[src/verilog/cpr_pkg.sv]
package cpr_pkg;
  // Register byte offsets
  localparam logic [7:0] OFF_GPR = 8'h00;
  localparam logic [7:0] OFF_A7 = 8'h3C;
  localparam logic [7:0] OFF_PC = 8'h40;
  localparam logic [7:0] OFF_PC_ADV = 8'h44;
  localparam logic [7:0] OFF_SR = 8'h48;
  localparam logic [7:0] OFF_VBR = 8'h4C;
  localparam logic [7:0] OFF_SFC = 8'h50;
  localparam logic [7:0] OFF_DFC = 8'h54;
  localparam logic [7:0] OFF_ICACHE_CONTROL = 8'h58;
  localparam logic [7:0] OFF_ICACHE_OP_ADDRESS = 8'h5C;
  localparam logic [7:0] OFF_USP = 8'h60;
  localparam logic [7:0] OFF_ISP = 8'h64;
  localparam logic [7:0] OFF_MSP = 8'h68;
  localparam logic [7:0] OFF_OPCTL = 8'h6C;
  localparam logic [7:0] OFF_ADD = 8'h70;
  localparam logic [7:0] OFF_FIELD = 8'h74;
  localparam logic [7:0] OFF_QLO = 8'h78;
  localparam logic [7:0] OFF_QHI = 8'h7C;
  localparam logic [7:0] OFF_EA = 8'h80;
  localparam logic [7:0] OFF_VEC = 8'h84;
  // Status word fields
  localparam int SR_T1 = 15;
  localparam int SR_T0 = 14;
  localparam int SR_S = 13;
  localparam int SR_M = 12;
  localparam int SR_IPL_LO = 8;
  localparam int SR_X = 4;
  localparam int SR_Z = 2;
  localparam logic [15:0] SR_IMPL = 16'hF71F;
  localparam logic [15:0] SR_RST = 16'h2700;
  // Operation control fields
  localparam int OPC_SIZE_LO = 0;
  localparam int OPC_ALT = 2;
  localparam int OPC_ALT_DST = 3;
  localparam int OPC_FOFF_LO = 4;
  localparam int OPC_FWID_LO = 9;
  localparam int OPC_IDX_LO = 14;
  localparam int OPC_IDX_LONG = 18;
  localparam int OPC_SCALE_LO = 19;
  localparam logic [31:0] OPC_RST = 32'h0000_0002;
  localparam logic [31:0] REG_RST = 32'h0000_0000;
  localparam logic [3:0] A7_NUM = 4'hF;
  // Function codes
  localparam logic [2:0] FC_USER_DATA = 3'h1;
  localparam logic [2:0] FC_USER_PROG = 3'h2;
  localparam logic [2:0] FC_SUP_DATA = 3'h5;
  localparam logic [2:0] FC_SUP_PROG = 3'h6;

  typedef enum logic [1:0] {SZ_BYTE = 2'h0, SZ_WORD = 2'h1, SZ_LONG = 2'h2, SZ_QUAD = 2'h3} cpr_size_t;
  typedef enum logic [3:0] {ST_IDLE = 4'h1, ST_WR = 4'h2, ST_RDW = 4'h4, ST_RDD = 4'h8} cpr_bus_t;
endpackage

[src/verilog/cpr_agu.sv]
`timescale 1ns/1ns
module cpr_agu
  import cpr_pkg::*;
#(
  parameter logic REDUCED = 1'b0
)
(
  input wire logic [31:0] pc,
  input wire logic [31:0] disp,
  input wire logic [31:0] idx_val,
  input wire logic idx_long,
  input wire logic [1:0] scale,
  input wire logic [31:0] vector_table_base,
  input wire logic [7:0] vec,
  input wire logic sup,
  input wire logic alt_en,
  input wire logic alt_dst,
  input wire logic [2:0] source_space_code,
  input wire logic [2:0] dfc,
  output logic [31:0] ea,
  output logic [31:0] vec_addr,
  output logic [31:0] prog_addr,
  output logic [31:0] data_addr,
  output logic [2:0] prog_fc,
  output logic [2:0] data_fc
);
  logic [31:0] iv;

  // Reduced variant drives only the low address lines
  function automatic logic [31:0] narrow(input logic [31:0] a);
    return REDUCED ? {8'h00, a[23:0]} : a;
  endfunction

  assign iv = idx_long ? idx_val : {{16{idx_val[15]}}, idx_val[15:0]};
  assign ea = disp + (iv << scale);
  assign vec_addr = narrow(vector_table_base + {22'h00_0000, vec, 2'h0});
  assign prog_addr = narrow(pc);
  assign data_addr = narrow(ea);
  assign prog_fc = sup ? FC_SUP_PROG : FC_USER_PROG;
  assign data_fc = alt_en ? (alt_dst ? dfc : source_space_code) : (sup ? FC_SUP_DATA : FC_USER_DATA);
endmodule // cpr_agu

[src/verilog/cpr_regs.sv]
// Design decisions made here: the AHB-Lite interface to the registers and the register addresses.
`timescale 1ns/1ns
// Contract
// - Sixteen 32-bit general registers, eight data and eight address, all usable as index.
// - Data registers take bit, bit field, byte, word, long and register-pair quad operands.
// - Address registers take word and long writes only, never byte.
// - Address register seven is user stack, or active interrupt/master stack in supervisor.
// - Status word holds five condition flags set from the last operation result.
// - User level sees only the low status byte, the condition flag byte.
// - Supervisor level reaches the whole status word including three-bit interrupt mask.
// - Status word holds two trace bits, privilege bit and stack-select bit.
// - Vector base register plus vector displacement forms the vector fetch address.
// - Source and destination 3-bit space codes set operand function codes explicitly.
// - Function codes generated automatically select user or supervisor program or data spaces.
// - Program counter holds next instruction address, stepped or loaded as needed.
// - Two 32-bit icache registers: control and operation address.
// - Reduced variant drives 24-bit addresses, full variant 32-bit addresses.
module cpr_regs
  import cpr_pkg::*;
#(
  parameter logic REDUCED = 1'b0
)
(
  input wire logic CORE_CLK,
  input wire logic ARST_N,
  input wire logic HSEL,
  input wire logic [31:0] HADDR,
  input wire logic [1:0] HTRANS,
  input wire logic HWRITE,
  input wire logic [2:0] HSIZE,
  input wire logic [31:0] HWDATA,
  input wire logic HREADY,
  output logic [31:0] HRDATA,
  output logic HREADYOUT,
  output logic HRESP,
  output logic [31:0] PROG_ADDR,
  output logic [2:0] PROG_FC,
  output logic [31:0] DATA_ADDR,
  output logic [2:0] DATA_FC,
  output logic [31:0] VECTOR_ADDR,
  output logic [1:0] TRACE_MODE,
  output logic SUPERVISOR,
  output logic MASTER_MODE,
  output logic [2:0] INT_MASK,
  output logic [4:0] COND_FLAGS,
  output logic [31:0] ICACHE_CONTROL,
  output logic [31:0] ICACHE_OP_ADDRESS
);
  cpr_bus_t st_q;
  cpr_bus_t st_d;
  logic [7:0] addr_q;
  logic [31:0] hrdata_q;
  logic [31:0] gpr_q [15];
  logic [31:0] gpr_v [16];
  logic [31:0] user_stack_pointer_q;
  logic [31:0] interrupt_stack_pointer_q;
  logic [31:0] master_stack_pointer_q;
  logic [31:0] pc_q;
  logic [31:0] vector_table_base_q;
  logic [2:0] source_space_code_q;
  logic [2:0] destination_space_code_q;
  logic [31:0] icache_control_q;
  logic [31:0] icache_op_address_q;
  logic [31:0] opctl_q;
  logic [31:0] disp_q;
  logic [7:0] vec_q;
  logic [31:0] prog_addr_q;
  logic [31:0] data_addr_q;
  logic [31:0] vec_addr_q;
  logic [2:0] prog_fc_q;
  logic [2:0] data_fc_q;
  logic [15:0] processor_status_word;
  logic [31:0] sum;
  logic [31:0] ea;
  logic [31:0] vec_addr;
  logic [31:0] prog_addr;
  logic [31:0] data_addr;
  logic [2:0] prog_fc;
  logic [2:0] data_fc;
  logic [31:0] rd_raw;
  logic [31:0] active_supervisor_stack_pointer;
  logic [31:0] a7_v;

  wire accept = HSEL && HREADY && HTRANS[1];
  wire we = st_q == ST_WR;
  wire sup = processor_status_word[SR_S];
  wire master = processor_status_word[SR_M];
  wire cpr_size_t op_size = cpr_size_t'(opctl_q[OPC_SIZE_LO +: 2]);
  wire [3:0] d_idx = {1'b0, opctl_q[OPC_IDX_LO +: 3]};
  wire [3:0] x_idx = opctl_q[OPC_IDX_LO +: 4];
  wire [3:0] pair = {1'b0, opctl_q[OPC_IDX_LO + 1 +: 2], 1'b0};
  wire [4:0] foff = opctl_q[OPC_FOFF_LO +: 5];
  wire [4:0] fwid = opctl_q[OPC_FWID_LO +: 5];
  wire [31:0] fmask = 32'hFFFF_FFFF >> (5'h1F - fwid);
  wire [31:0] field_val = (gpr_v[d_idx] >> foff) & fmask;

  wire gpr_hit = we && addr_q[7:6] == OFF_GPR[7:6];
  wire add_hit = we && addr_q == OFF_ADD;
  wire qlo_hit = we && addr_q == OFF_QLO;
  wire qhi_hit = we && addr_q == OFF_QHI;
  wire sup_we = we && sup;
  wire [3:0] gw_num = gpr_hit ? addr_q[5:2] : qhi_hit ? (pair | 4'h1) : qlo_hit ? pair : d_idx;
  wire [31:0] gw_src = add_hit ? sum : HWDATA;
  wire cpr_size_t gw_sz = (qlo_hit || qhi_hit) ? SZ_LONG : op_size;
  wire gw_is_addr = gw_num[3];
  wire gw_en = (gpr_hit || add_hit || qlo_hit || qhi_hit) && !(gw_is_addr && gw_sz == SZ_BYTE);
  wire [31:0] gw_val = merge(gpr_v[gw_num], gw_src, gw_sz, gw_is_addr);
  wire a7_we = gw_en && gw_num == A7_NUM;

  wire usp_we = (a7_we && !sup) || (sup_we && addr_q == OFF_USP);
  wire isp_we = (a7_we && sup && !master) || (sup_we && addr_q == OFF_ISP);
  wire msp_we = (a7_we && sup && master) || (sup_we && addr_q == OFF_MSP);
  wire priv_reg = addr_q == OFF_VBR || addr_q == OFF_SFC || addr_q == OFF_DFC || addr_q == OFF_ICACHE_CONTROL
    || addr_q == OFF_ICACHE_OP_ADDRESS || addr_q == OFF_USP || addr_q == OFF_ISP || addr_q == OFF_MSP;
  wire [31:0] rd_val = (priv_reg && !sup) ? REG_RST : rd_raw;

  // Sized write into a data or address register
  function automatic logic [31:0] merge(input logic [31:0] old, input logic [31:0] nv,
    input cpr_size_t sz, input logic is_a);
    logic [31:0] r;
    r = nv;
    if (is_a && sz == SZ_WORD)
      r = {{16{nv[15]}}, nv[15:0]};
    else if (!is_a && sz == SZ_WORD)
      r = {old[31:16], nv[15:0]};
    else if (!is_a && sz == SZ_BYTE)
      r = {old[31:8], nv[7:0]};
    return r;
  endfunction

  // A7 follows privilege and stack select
  assign active_supervisor_stack_pointer = master ? master_stack_pointer_q : interrupt_stack_pointer_q;
  assign a7_v = sup ? active_supervisor_stack_pointer : user_stack_pointer_q;

  always_comb
  begin
    for (int i = 0; i < 15; i++)
      gpr_v[i] = gpr_q[i];
    gpr_v[15] = a7_v;
  end

  always_comb
  begin
    rd_raw = REG_RST;
    if (addr_q[7:6] == OFF_GPR[7:6])
      rd_raw = gpr_v[addr_q[5:2]];
    else
      case (addr_q)
        OFF_PC: rd_raw = pc_q;
        OFF_SR: rd_raw = sup ? {16'h0000, processor_status_word} : {24'h00_0000, processor_status_word[7:0]};
        OFF_VBR: rd_raw = vector_table_base_q;
        OFF_SFC: rd_raw = {29'h0000_0000, source_space_code_q};
        OFF_DFC: rd_raw = {29'h0000_0000, destination_space_code_q};
        OFF_ICACHE_CONTROL: rd_raw = icache_control_q;
        OFF_ICACHE_OP_ADDRESS: rd_raw = icache_op_address_q;
        OFF_USP: rd_raw = user_stack_pointer_q;
        OFF_ISP: rd_raw = interrupt_stack_pointer_q;
        OFF_MSP: rd_raw = master_stack_pointer_q;
        OFF_OPCTL: rd_raw = opctl_q;
        OFF_FIELD: rd_raw = field_val;
        OFF_QLO: rd_raw = gpr_v[pair];
        OFF_QHI: rd_raw = gpr_v[pair | 4'h1];
        OFF_EA: rd_raw = ea;
        OFF_VEC: rd_raw = vec_addr;
        default: rd_raw = REG_RST;
      endcase
  end

  // Bus sequencing: reads take one wait state
  always_comb
  begin
    st_d = st_q;
    unique case (st_q)
      ST_IDLE, ST_WR, ST_RDD: st_d = accept ? (HWRITE ? ST_WR : ST_RDW) : ST_IDLE;
      ST_RDW: st_d = ST_RDD;
      default: st_d = ST_IDLE;
    endcase
  end

  assign HREADYOUT = st_q != ST_RDW;
  assign HRESP = 1'b0;
  assign HRDATA = hrdata_q;

  always_ff @(posedge CORE_CLK or negedge ARST_N)
  begin
    if (!ARST_N)
    begin
      st_q <= ST_IDLE;
      addr_q <= 8'h00;
      hrdata_q <= REG_RST;
    end
    else
    begin
      st_q <= st_d;
      if (accept)
        addr_q <= HADDR[7:0];
      if (st_q == ST_RDW)
        hrdata_q <= rd_val;
    end
  end

  always_ff @(posedge CORE_CLK or negedge ARST_N)
  begin
    if (!ARST_N)
      for (int i = 0; i < 15; i++)
        gpr_q[i] <= REG_RST;
    else if (gw_en && gw_num != A7_NUM)
      gpr_q[gw_num[3:0]] <= gw_val;
  end

  always_ff @(posedge CORE_CLK or negedge ARST_N)
  begin
    if (!ARST_N)
    begin
      user_stack_pointer_q <= REG_RST;
      interrupt_stack_pointer_q <= REG_RST;
      master_stack_pointer_q <= REG_RST;
    end
    else
    begin
      if (usp_we)
        user_stack_pointer_q <= a7_we ? gw_val : HWDATA;
      if (isp_we)
        interrupt_stack_pointer_q <= a7_we ? gw_val : HWDATA;
      if (msp_we)
        master_stack_pointer_q <= a7_we ? gw_val : HWDATA;
    end
  end

  always_ff @(posedge CORE_CLK or negedge ARST_N)
  begin
    if (!ARST_N)
      pc_q <= REG_RST;
    else if (we && addr_q == OFF_PC)
      pc_q <= HWDATA;
    else if (we && addr_q == OFF_PC_ADV)
      pc_q <= pc_q + HWDATA;
  end

  // Control registers writable at supervisor level only
  always_ff @(posedge CORE_CLK or negedge ARST_N)
  begin
    if (!ARST_N)
    begin
      vector_table_base_q <= REG_RST;
      source_space_code_q <= 3'h0;
      destination_space_code_q <= 3'h0;
      icache_control_q <= REG_RST;
      icache_op_address_q <= REG_RST;
    end
    else if (sup_we)
    begin
      if (addr_q == OFF_VBR)
        vector_table_base_q <= HWDATA;
      if (addr_q == OFF_SFC)
        source_space_code_q <= HWDATA[2:0];
      if (addr_q == OFF_DFC)
        destination_space_code_q <= HWDATA[2:0];
      if (addr_q == OFF_ICACHE_CONTROL)
        icache_control_q <= HWDATA;
      if (addr_q == OFF_ICACHE_OP_ADDRESS)
        icache_op_address_q <= HWDATA;
    end
  end

  always_ff @(posedge CORE_CLK or negedge ARST_N)
  begin
    if (!ARST_N)
    begin
      opctl_q <= OPC_RST;
      disp_q <= REG_RST;
      vec_q <= 8'h00;
    end
    else
    begin
      if (we && addr_q == OFF_OPCTL)
        opctl_q <= HWDATA;
      if (we && addr_q == OFF_EA)
        disp_q <= HWDATA;
      if (we && addr_q == OFF_VEC)
        vec_q <= HWDATA[7:0];
    end
  end

  always_ff @(posedge CORE_CLK or negedge ARST_N)
  begin
    if (!ARST_N)
    begin
      prog_addr_q <= REG_RST;
      data_addr_q <= REG_RST;
      vec_addr_q <= REG_RST;
      prog_fc_q <= FC_USER_PROG;
      data_fc_q <= FC_USER_DATA;
    end
    else
    begin
      prog_addr_q <= prog_addr;
      data_addr_q <= data_addr;
      vec_addr_q <= vec_addr;
      prog_fc_q <= prog_fc;
      data_fc_q <= data_fc;
    end
  end

  cpr_status u_status (
    .clk(CORE_CLK),
    .rst_n(ARST_N),
    .sr_we(we && addr_q == OFF_SR),
    .sr_wdata(HWDATA[15:0]),
    .add_en(add_hit),
    .add_a(gpr_v[d_idx]),
    .add_b(HWDATA),
    .add_size(op_size),
    .sr_q(processor_status_word),
    .add_res(sum)
  );

  cpr_agu #(.REDUCED(REDUCED)) u_agu (
    .pc(pc_q),
    .disp(disp_q),
    .idx_val(gpr_v[x_idx]),
    .idx_long(opctl_q[OPC_IDX_LONG]),
    .scale(opctl_q[OPC_SCALE_LO +: 2]),
    .vector_table_base(vector_table_base_q),
    .vec(vec_q),
    .sup(sup),
    .alt_en(opctl_q[OPC_ALT]),
    .alt_dst(opctl_q[OPC_ALT_DST]),
    .source_space_code(source_space_code_q),
    .dfc(destination_space_code_q),
    .ea(ea),
    .vec_addr(vec_addr),
    .prog_addr(prog_addr),
    .data_addr(data_addr),
    .prog_fc(prog_fc),
    .data_fc(data_fc)
  );

  assign PROG_ADDR = prog_addr_q;
  assign PROG_FC = prog_fc_q;
  assign DATA_ADDR = data_addr_q;
  assign DATA_FC = data_fc_q;
  assign VECTOR_ADDR = vec_addr_q;
  assign TRACE_MODE = {processor_status_word[SR_T1], processor_status_word[SR_T0]};
  assign SUPERVISOR = sup;
  assign MASTER_MODE = master;
  assign INT_MASK = processor_status_word[SR_IPL_LO +: 3];
  assign COND_FLAGS = processor_status_word[SR_X:0];
  assign ICACHE_CONTROL = icache_control_q;
  assign ICACHE_OP_ADDRESS = icache_op_address_q;
endmodule // cpr_regs

[src/verilog/cpr_status.sv]
`timescale 1ns/1ns
module cpr_status
  import cpr_pkg::*;
(
  input wire logic clk,
  input wire logic rst_n,
  input wire logic sr_we,
  input wire logic [15:0] sr_wdata,
  input wire logic add_en,
  input wire logic [31:0] add_a,
  input wire logic [31:0] add_b,
  input wire cpr_size_t add_size,
  output logic [15:0] sr_q,
  output logic [31:0] add_res
);
  logic [15:0] sr_d;
  logic [5:0] sh;
  logic [31:0] a_s;
  logic [31:0] b_s;
  logic [32:0] sum;
  logic ov;
  logic zr;

  // Operands aligned to bit 31 so flags read the same for every size
  assign sh = (add_size == SZ_BYTE) ? 6'h18 : (add_size == SZ_WORD) ? 6'h10 : 6'h00;
  assign a_s = add_a << sh;
  assign b_s = add_b << sh;
  assign sum = {1'b0, a_s} + {1'b0, b_s};
  assign ov = (a_s[31] == b_s[31]) && (sum[31] != a_s[31]);
  assign zr = sum[31:0] == 32'h0000_0000;
  assign add_res = sum[31:0] >> sh;

  assign sr_d = !sr_we ? (add_en ? {sr_q[15:5], sum[32], sum[31], zr, ov, sum[32]} : sr_q)
    : sr_q[SR_S] ? (sr_wdata & SR_IMPL)
    : {sr_q[15:8], sr_wdata[7:0] & SR_IMPL[7:0]};

  always_ff @(posedge clk or negedge rst_n)
  begin
    if (!rst_n)
      sr_q <= SR_RST;
    else
      sr_q <= sr_d;
  end
endmodule // cpr_status
[config.mk]
export PLATFORM = sky130hd
export DESIGN_NAME = cpr_regs
export DESIGN_NICKNAME = d
export VERILOG_FILES = /design/src/verilog/cpr_pkg.sv /design/src/verilog/cpr_agu.sv /design/src/verilog/cpr_regs.sv /design/src/verilog/cpr_status.sv
export SDC_FILE = /design/constraint.sdc
export NUM_CORES = 2
export LEC_CHECK = 0
export ABC_CLOCK_PERIOD_IN_PS = 11800
export BUFFER_PORTS_ARGS = -buffer_cell sky130_fd_sc_hd__buf_2
export CAP_MARGIN = 20
export CORE_ASPECT_RATIO = 0.8
export CORE_MARGIN = 1.5
export CORE_UTILIZATION = 55
export DETAILED_ROUTE_END_ITERATION = 12
export PLACE_DENSITY = 0.75
export SETUP_SLACK_MARGIN = 0.5
export SKIP_CTS_REPAIR_TIMING = 1
export SLEW_MARGIN = 20
export SYNTH_ARGS = -nofsm -noshare
export SYNTH_HDL_FRONTEND = slang
export SYNTH_SLANG_ARGS = --single-unit
export TNS_END_PERCENT = 100
[constraint.sdc]
create_clock -name CORE_CLK -period 11.8 [get_ports CORE_CLK]
set_input_delay 2.95 -clock CORE_CLK [delete_from_list [all_inputs] [get_ports CORE_CLK]]
set_output_delay 2.95 -clock CORE_CLK [all_outputs]
set_load 0.1 [all_outputs]
==> Yosys cells after proc, flatten, opt, wreduce, memory -nomap -nowiden <==
Cells that the tools add are included.
Widths: inputs -> output; s select.
{ "totals": {"regBits": 944, "input_bits": 74} }
{ "op_classes": {"n_addsub": 5, "magnitude_cmp": 7, "eq_ne": 29, "shift": 6, "n_mux": 51, "bitwise": 7, "n_reduce_logical": 61} }
{ "op_table": {"columns": ["cell", "count"], "rows": [
  ["$mux 32", 25],
  ["$bmux 32 s4", 6],
  ["$pmux 32 s16", 1],
  ["$bwmux 480", 1],
  ["$demux 32 s4", 1],
  ["$eq 8x7->1 const B", 16],
  ["$add 32x32->32", 2],
  ["$shl 32x6->32", 2],
  ["$mux 16", 3],
  ["$add 32x32->33", 1],
  ["$add 32x10->32", 1],
  ["$and 32x32->32", 1],
  ["$logic_not 32->1", 1],
  ["$shl 32x2->32", 1],
  ["$shr 32x5->32", 1],
  ["$shr 32x5->32 const A", 1],
  ["$shr 32x6->32", 1],
  ["$ge 5x5->1 const B", 6],
  ["$logic_and 1x1->1", 30],
  ["$mux 3", 6],
  ["$eq 8x8->1 const B", 2],
  ["$not 3->5", 3],
  ["$not 4->5", 3],
  ["$logic_or 1x1->1", 14],
  ["22 further kinds", 37]
]} }

==> Longest topological paths before layout <==
{ "logic_depth": {"ltp_word": 13, "mapped_depth": 24, "mapped_depth_nobuf": 20} }

==> Hierarchy <==
Synthesis repeated with hierarchy kept, for this count alone.
{ "unflattened": {"cells_unflattened": 5855, "area_unflattened_um2": 59443.3} }
{ "modules_own_cells": {"columns": ["mod", "instances", "cells_each", "area_each_um2", "seq_area_each_um2"], "rows": [
  ["cpr_regs", 1, 4873, 52161.3, 23227.3],
  ["cpr_status", 1, 501, 3692.3, 305.3],
  ["cpr_agu", 1, 481, 3589.7, 0.0]
]} }

==> Least setup slack after synthesis <==
No wires, ideal clock.
{ "synth_path": {"path_kind": "input to register", "start": "in HWDATA[0]", "end": "reg gpr_q[110] (netlist name)", "setup_time_ns": 0.133, "arrival_time_ns": 6.371, "required_time_ns": 11.667, "setup_slack_ns": 5.296, "stages": 17, "path_buffers": 3, "cell_sequence": "buf_1 -> clkbuf_1 -> and2_1 -> ha_1 -> inv_1 -> fa_1 -> nand2b_1 -> a21oi_1 -> o31a_1 -> a211o_1 -> a21o_1 -> o21ai_0 -> a211oi_1 -> nor4_1 -> o31ai_1 -> clkbuf_1 -> o21ai_0"} }
{ "synth_via": {"elab_chain_len": 8} }
{ "synth_rtl": {"columns": ["item", "line", "source"], "rows": [
  ["from (decl)", "cpr_regs.sv:31", "input wire logic [31:0] HWDATA,"],
  ["$shl 32x6->32 (*)", "cpr_status.sv:27", "assign b_s = add_b << sh;"],
  ["$add 32x32->33 (*)", "cpr_status.sv:28", "assign sum = {1'b0, a_s} + {1'b0, b_s};"],
  ["$shr 32x6->32 (*)", "cpr_status.sv:31", "assign add_res = sum[31:0] >> sh;"],
  ["$mux 32 (*)", "cpr_regs.sv:103", "wire [31:0] gw_src = add_hit ? sum : HWDATA;"],
  ["$mux 32", "cpr_regs.sv:126", "else if (!is_a && sz == SZ_BYTE)"],
  ["$mux 32", "cpr_regs.sv:124", "else if (!is_a && sz == SZ_WORD)"],
  ["$mux 32 (*)", "cpr_regs.sv:122", "if (is_a && sz == SZ_WORD)"],
  ["$bwmux 480 (*)", "cpr_regs.sv:208", "gpr_q[gw_num[3:0]] <= gw_val;"],
  ["to (signal, indexed assignment)", "cpr_regs.sv:208", null],
  ["to (decl)", "cpr_regs.sv:53", "logic [31:0] gpr_q [15];"]
]} }
Every way passes the cells marked *; elsewhere a longest branch is shown, timed or not.
A chain may end at the register's enable or synchronous reset.

==> Worst setup path after layout <==
{ "layout_path": {"start": "reg opctl_q[14]", "end": "reg hrdata_q[28], in the netlist HRDATA[28]"} }
{ "layout_via": {"elab_chain_len": 10, "elab_cells_between_ends": 16, "cone_classes": "1 x add/sub; 2 x shift; 10 x mux; 3 x bitwise"} }
{ "layout_rtl": {"columns": ["item", "line", "source"], "rows": [
  ["from (decl)", "cpr_regs.sv:64", "logic [31:0] opctl_q;"],
  ["from (signal assigned)", "cpr_regs.sv:270", "opctl_q <= OPC_RST;"],
  ["from (signal assigned)", "cpr_regs.sv:277", "opctl_q <= HWDATA;"],
  ["$not 4->5 (not written as such)", "cpr_regs.sv:321", ".idx_val(gpr_v[x_idx]),"],
  ["$bmux 32 s4", "cpr_regs.sv:321", null],
  ["$mux 32 (not written as such) (2 in series)", "cpr_regs.sv:321", null],
  ["$mux 32", "cpr_agu.sv:34", "assign iv = idx_long ? idx_val : {{16{idx_val[15]}}, idx_val[15:0]};"],
  ["$shl 32x2->32", "cpr_agu.sv:35", "assign ea = disp + (iv << scale);"],
  ["$add 32x32->32", "cpr_agu.sv:35", null],
  ["via data_addr[28]", "cpr_regs.sv:77", "logic [31:0] data_addr;"],
  ["$pmux 32 s16", "cpr_regs.sv:148", "case (addr_q)"],
  ["$mux 32", "cpr_regs.sv:145", "if (addr_q[7:6] == OFF_GPR[7:6])"],
  ["$mux 32", "cpr_regs.sv:115", "wire [31:0] rd_val = (priv_reg && !sup) ? REG_RST : rd_raw;"],
  ["to (signal assigned)", "cpr_regs.sv:198", "hrdata_q <= rd_val;"],
  ["to (decl)", "cpr_regs.sv:52", "logic [31:0] hrdata_q;"]
]} }
The timed path passes the listed nets, and every way through them passes these cells. The select of a mux whose other input is x is not followed.

==> impl_metrics.yaml <==
critical_path:
  critical_path.max_stage_delay_ns: 1.01
  worst_path_most_repeated_cell: "mux2i_1"
  slowest_stage: "dfrtp_4"
  worstPathArrival_ns: 8.26
  critPathRequiredTime_ns: 12.41
  cpLargestDelayFamily: "multiplexers"
  crit_buf_inv: 1
  cp-start-kind: "flop"
  crit_path_end_kind: "flop"
  cp_max_fo: 92
  crit_chain: "buf_12 -> mux4_2 -> mux2i_1 -> mux2i_1 -> mux2i_1 -> mux2i_1 -> ha_1 -> a211o_1 -> a21oi_1 -> o2bb2ai_1 -> o21ai_0 -> and3b_1 -> a31o_2 -> a41oi_1 -> xnor2_1 -> a221oi_1 -> o21ai_0"
  crit_type: "flop to flop"
synthesis:
  async_reset_ff_frac: 1.00
  synthFlopType: "dfrtp_1"
  seq_area_frac_synth: 0.404
  synth-edff-count: 0
  syn_avg_cell_area_um2: 10.4
  synthCells: 5586
  ys_ff_latch: 938
  syn_area_um2: 58100
  ys_warn_count: 0
  synth_cell_type_count: 104
power_and_ir_drop:
  irDropWorstVdd_uv: 141
  power.leakage_nw: 26.6
  powerDensity_nw_per_um2: 152
  clkPwrFrac: 0.351
  internal_power_mw: 6.06
  p_switching_mw: 3.67
  p_sw_frac: 0.377
  pwr-share-seq: 0.378
  total_power_mw: 9.73
  combPwrFrac: 0.271
timing:
  rsz0062_at_grt: "no"
  slew_viol_final: 0
  layout_setup_ws_ns: 4.15
  finalSetupViolations: 0
  post-route-period-util: 0.649
  worst_pin_slew_ns: 1.19
  clock_skew_ns: 0.0405
  min_period_ns: 7.65
  max_freq_mhz: 131
  hold_viol_final: 0
  tns_ns: 0
  relSlewSlack: 0.201
grt:
  grt_max_degree: 158
  grt_usage: 0.469
  grt_pass1_wl_um: 361000
  grt_pass1_vias: 48728
  antenna_found_initial: 11
  overflow: 0
floorplanning:
  ios: 286
  start_util: 0.555
  die_x_um: 366
  die_h_um: 294
  placementRows: 106
  die_area_um2: 108000
  coreArea_um2: 105000
route:
  drtIter0Drc: 8086
  wl_um: 255000
  via_per_inst: 7.30
  ant_nets: 0
  drt-pass1-iter-count: 9
  vias: 51856
  wl_per_cell_um: 35.8
  drc: 0
cells_and_area:
  final-seq-area_um2: 23500
  fin_util: 0.612
  multi_input_area_um2: 32700
  synthToLayoutAreaGrowth_pct: 10.3
  fin_nets: 5789
  fillers: 8660
  drive_above_1_share: 0.236
worst_hold_path:
  hp-class: "flop to flop"
placed_design:
  portBuffers: 254
  gp_congestion: 1.04
  dpl_worst_slack_ns: 3.69
  dp.final_hpwl_um: 179000
cts:
  cts_tree: "built"
  clk-insertion-delay-late_ns: 0.75
  clk_pin_slew_ns: 0.06
  cts-htree-levels: 3
  cts_sinks: 938
  cts_root_buf: "clkbuf_16"
  cts_buffers: 99
  clock_path_buffers: 3
run_status:
  status: "finished clean"
run:
  maxCapViolCount: 0
## final timing paths
kind	startpoint	endpoint	slack [ns]	depth (start not counted)
worst min register to register	vector_table_base_q[1]$_DFFE_PN0P_	VECTOR_ADDR[1]$_DFF_PN0_	0.40	0
worst max-delay path	opctl_q[14]$_DFFE_PN0P_	HRDATA[28]$_DFFE_PN0N_	4.15	17
max in group asynchronous	ARST_N	gpr_q[330]$_DFFE_PN0P_	7.28	3
worst max register to register	opctl_q[14]$_DFFE_PN0P_	HRDATA[28]$_DFFE_PN0N_	4.15	17
worst min-delay path	vector_table_base_q[1]$_DFFE_PN0P_	VECTOR_ADDR[1]$_DFF_PN0_	0.40	0
min in group asynchronous	ARST_N	gpr_q[241]$_DFFE_PN0P_	2.22	1
## Yosys cell counts (all sizes together) (29+ instances only)
library cell / instances / share of area
o31ai: 30 / 0.0039
mux4: 392 / 0.15
nand2: 857 / 0.056
ha: 102 / 0.022
mux2i: 185 / 0.032
and3: 29 / 0.0031
a21oi: 260 / 0.023
nor3: 60 / 0.0053
a221oi: 57 / 0.0086
mux2: 275 / 0.053
nand3: 116 / 0.010
nor2: 274 / 0.018
a21o: 59 / 0.0076
o21ai: 641 / 0.056
o211ai: 30 / 0.0040
a22o: 57 / 0.0086
a211oi: 40 / 0.0053
xnor2: 67 / 0.010
dfrtp: 931 / 0.40
inv: 43 / 0.0028
clkbuf: 315 / 0.020
a31oi: 64 / 0.0070
and2: 61 / 0.0066
buf: 152 / 0.013
o22ai: 32 / 0.0034
xor2: 30 / 0.0045
a22oi: 92 / 0.012
nand4: 35 / 0.0038
## per-stage QoR
step | hold slack [ns] | cells | instance area, um2
4_1_cts | 0.395 | 7099 | 64000
6_report | 0.399 | 7103 | 64100
3_3_place_gp | 0.386 | 6912 | 60500
2_1_floorplan | 0.363 | 5587 | 58100
3_5_place_dp | 0.381 | 6912 | 60500
5_1_grt | 0.417 | 7099 | 64100
## per-layer routing
metal,GRT usage,vias to the layer above,share of wire
met4,0.297,10,0.079
li1,-,20961,-
met3,0.175,810,0.15
met2,0.638,4121,0.40
met5,0,-,0.00027
met1,0.630,25954,0.37
## area by class of cell
cell class,count,area share
multi-input cells,4138,0.511
flip-flops and latches,938,0.367
clock buffers,142,0.0449
repair buffers,388,0.0369
well taps,1404,0.0274
clock inverters,45,0.0102
inverters,44,0.00258
diodes,4,0.000156
## cells in the final DEF (no fill, tap or decap), types with 126 or more instances in the layout
cell | synthesis | layout
dfrtp_1 | 931 | 921
buf_2 | 54 | 253
nand2_1 | 855 | 853
a21oi_1 | 251 | 249
mux4_2 | 385 | 385
mux2i_1 | 185 | 185
nor2_1 | 272 | 257
buf_4 | 15 | 126
o21ai_0 | 592 | 592
mux2_2 | 275 | 275
## power by group through the flow
stage | Combinational [mW] | Sequential, mW | Clock (mW)
3_3_place_gp | 2.54 | 3.71 | 0
2_1_floorplan | 1.13 | 4.30 | 0
4_1_cts | 2.57 | 3.66 | 3.41
3_5_place_dp | 2.56 | 3.72 | 0
5_1_grt | 2.72 | 3.69 | 3.53
6_report | 2.64 | 3.68 | 3.41
## cell families (layout without fill, tap and decap cells)
family | Yosys count | after routing | share of synthesized area
other | 2 | 7 | 0.000129
adders and majority gates | 106 | 106 | 0.0234
AOI/OAI and AO/OA | 1529 | 1529 | 0.166
and+or+nand+nor | 1551 | 1551 | 0.117
xor gates and xnor gates | 97 | 97 | 0.0146
muxes | 852 | 852 | 0.238
DFF | 938 | 938 | 0.404
buffers and inverters | 511 | 619 | 0.0367
## registers in the layout (all words and copies together), names as in the netlist, 8 cells and up
name	flops
DATA_ADDR	32
HRDATA	32
ICACHE_CONTROL	32
ICACHE_OP_ADDRESS	32
PROG_ADDR	32
VECTOR_ADDR	32
addr_q	8
disp_q	32
gpr_q	480
interrupt_stack_pointer_q	32
master_stack_pointer_q	32
opctl_q	32
pc_q	32
u_status.sr_q	12
user_stack_pointer_q	32
vec_q	8
vector_table_base_q	32
No activity file was read; power rests on OpenSTA's default activity.
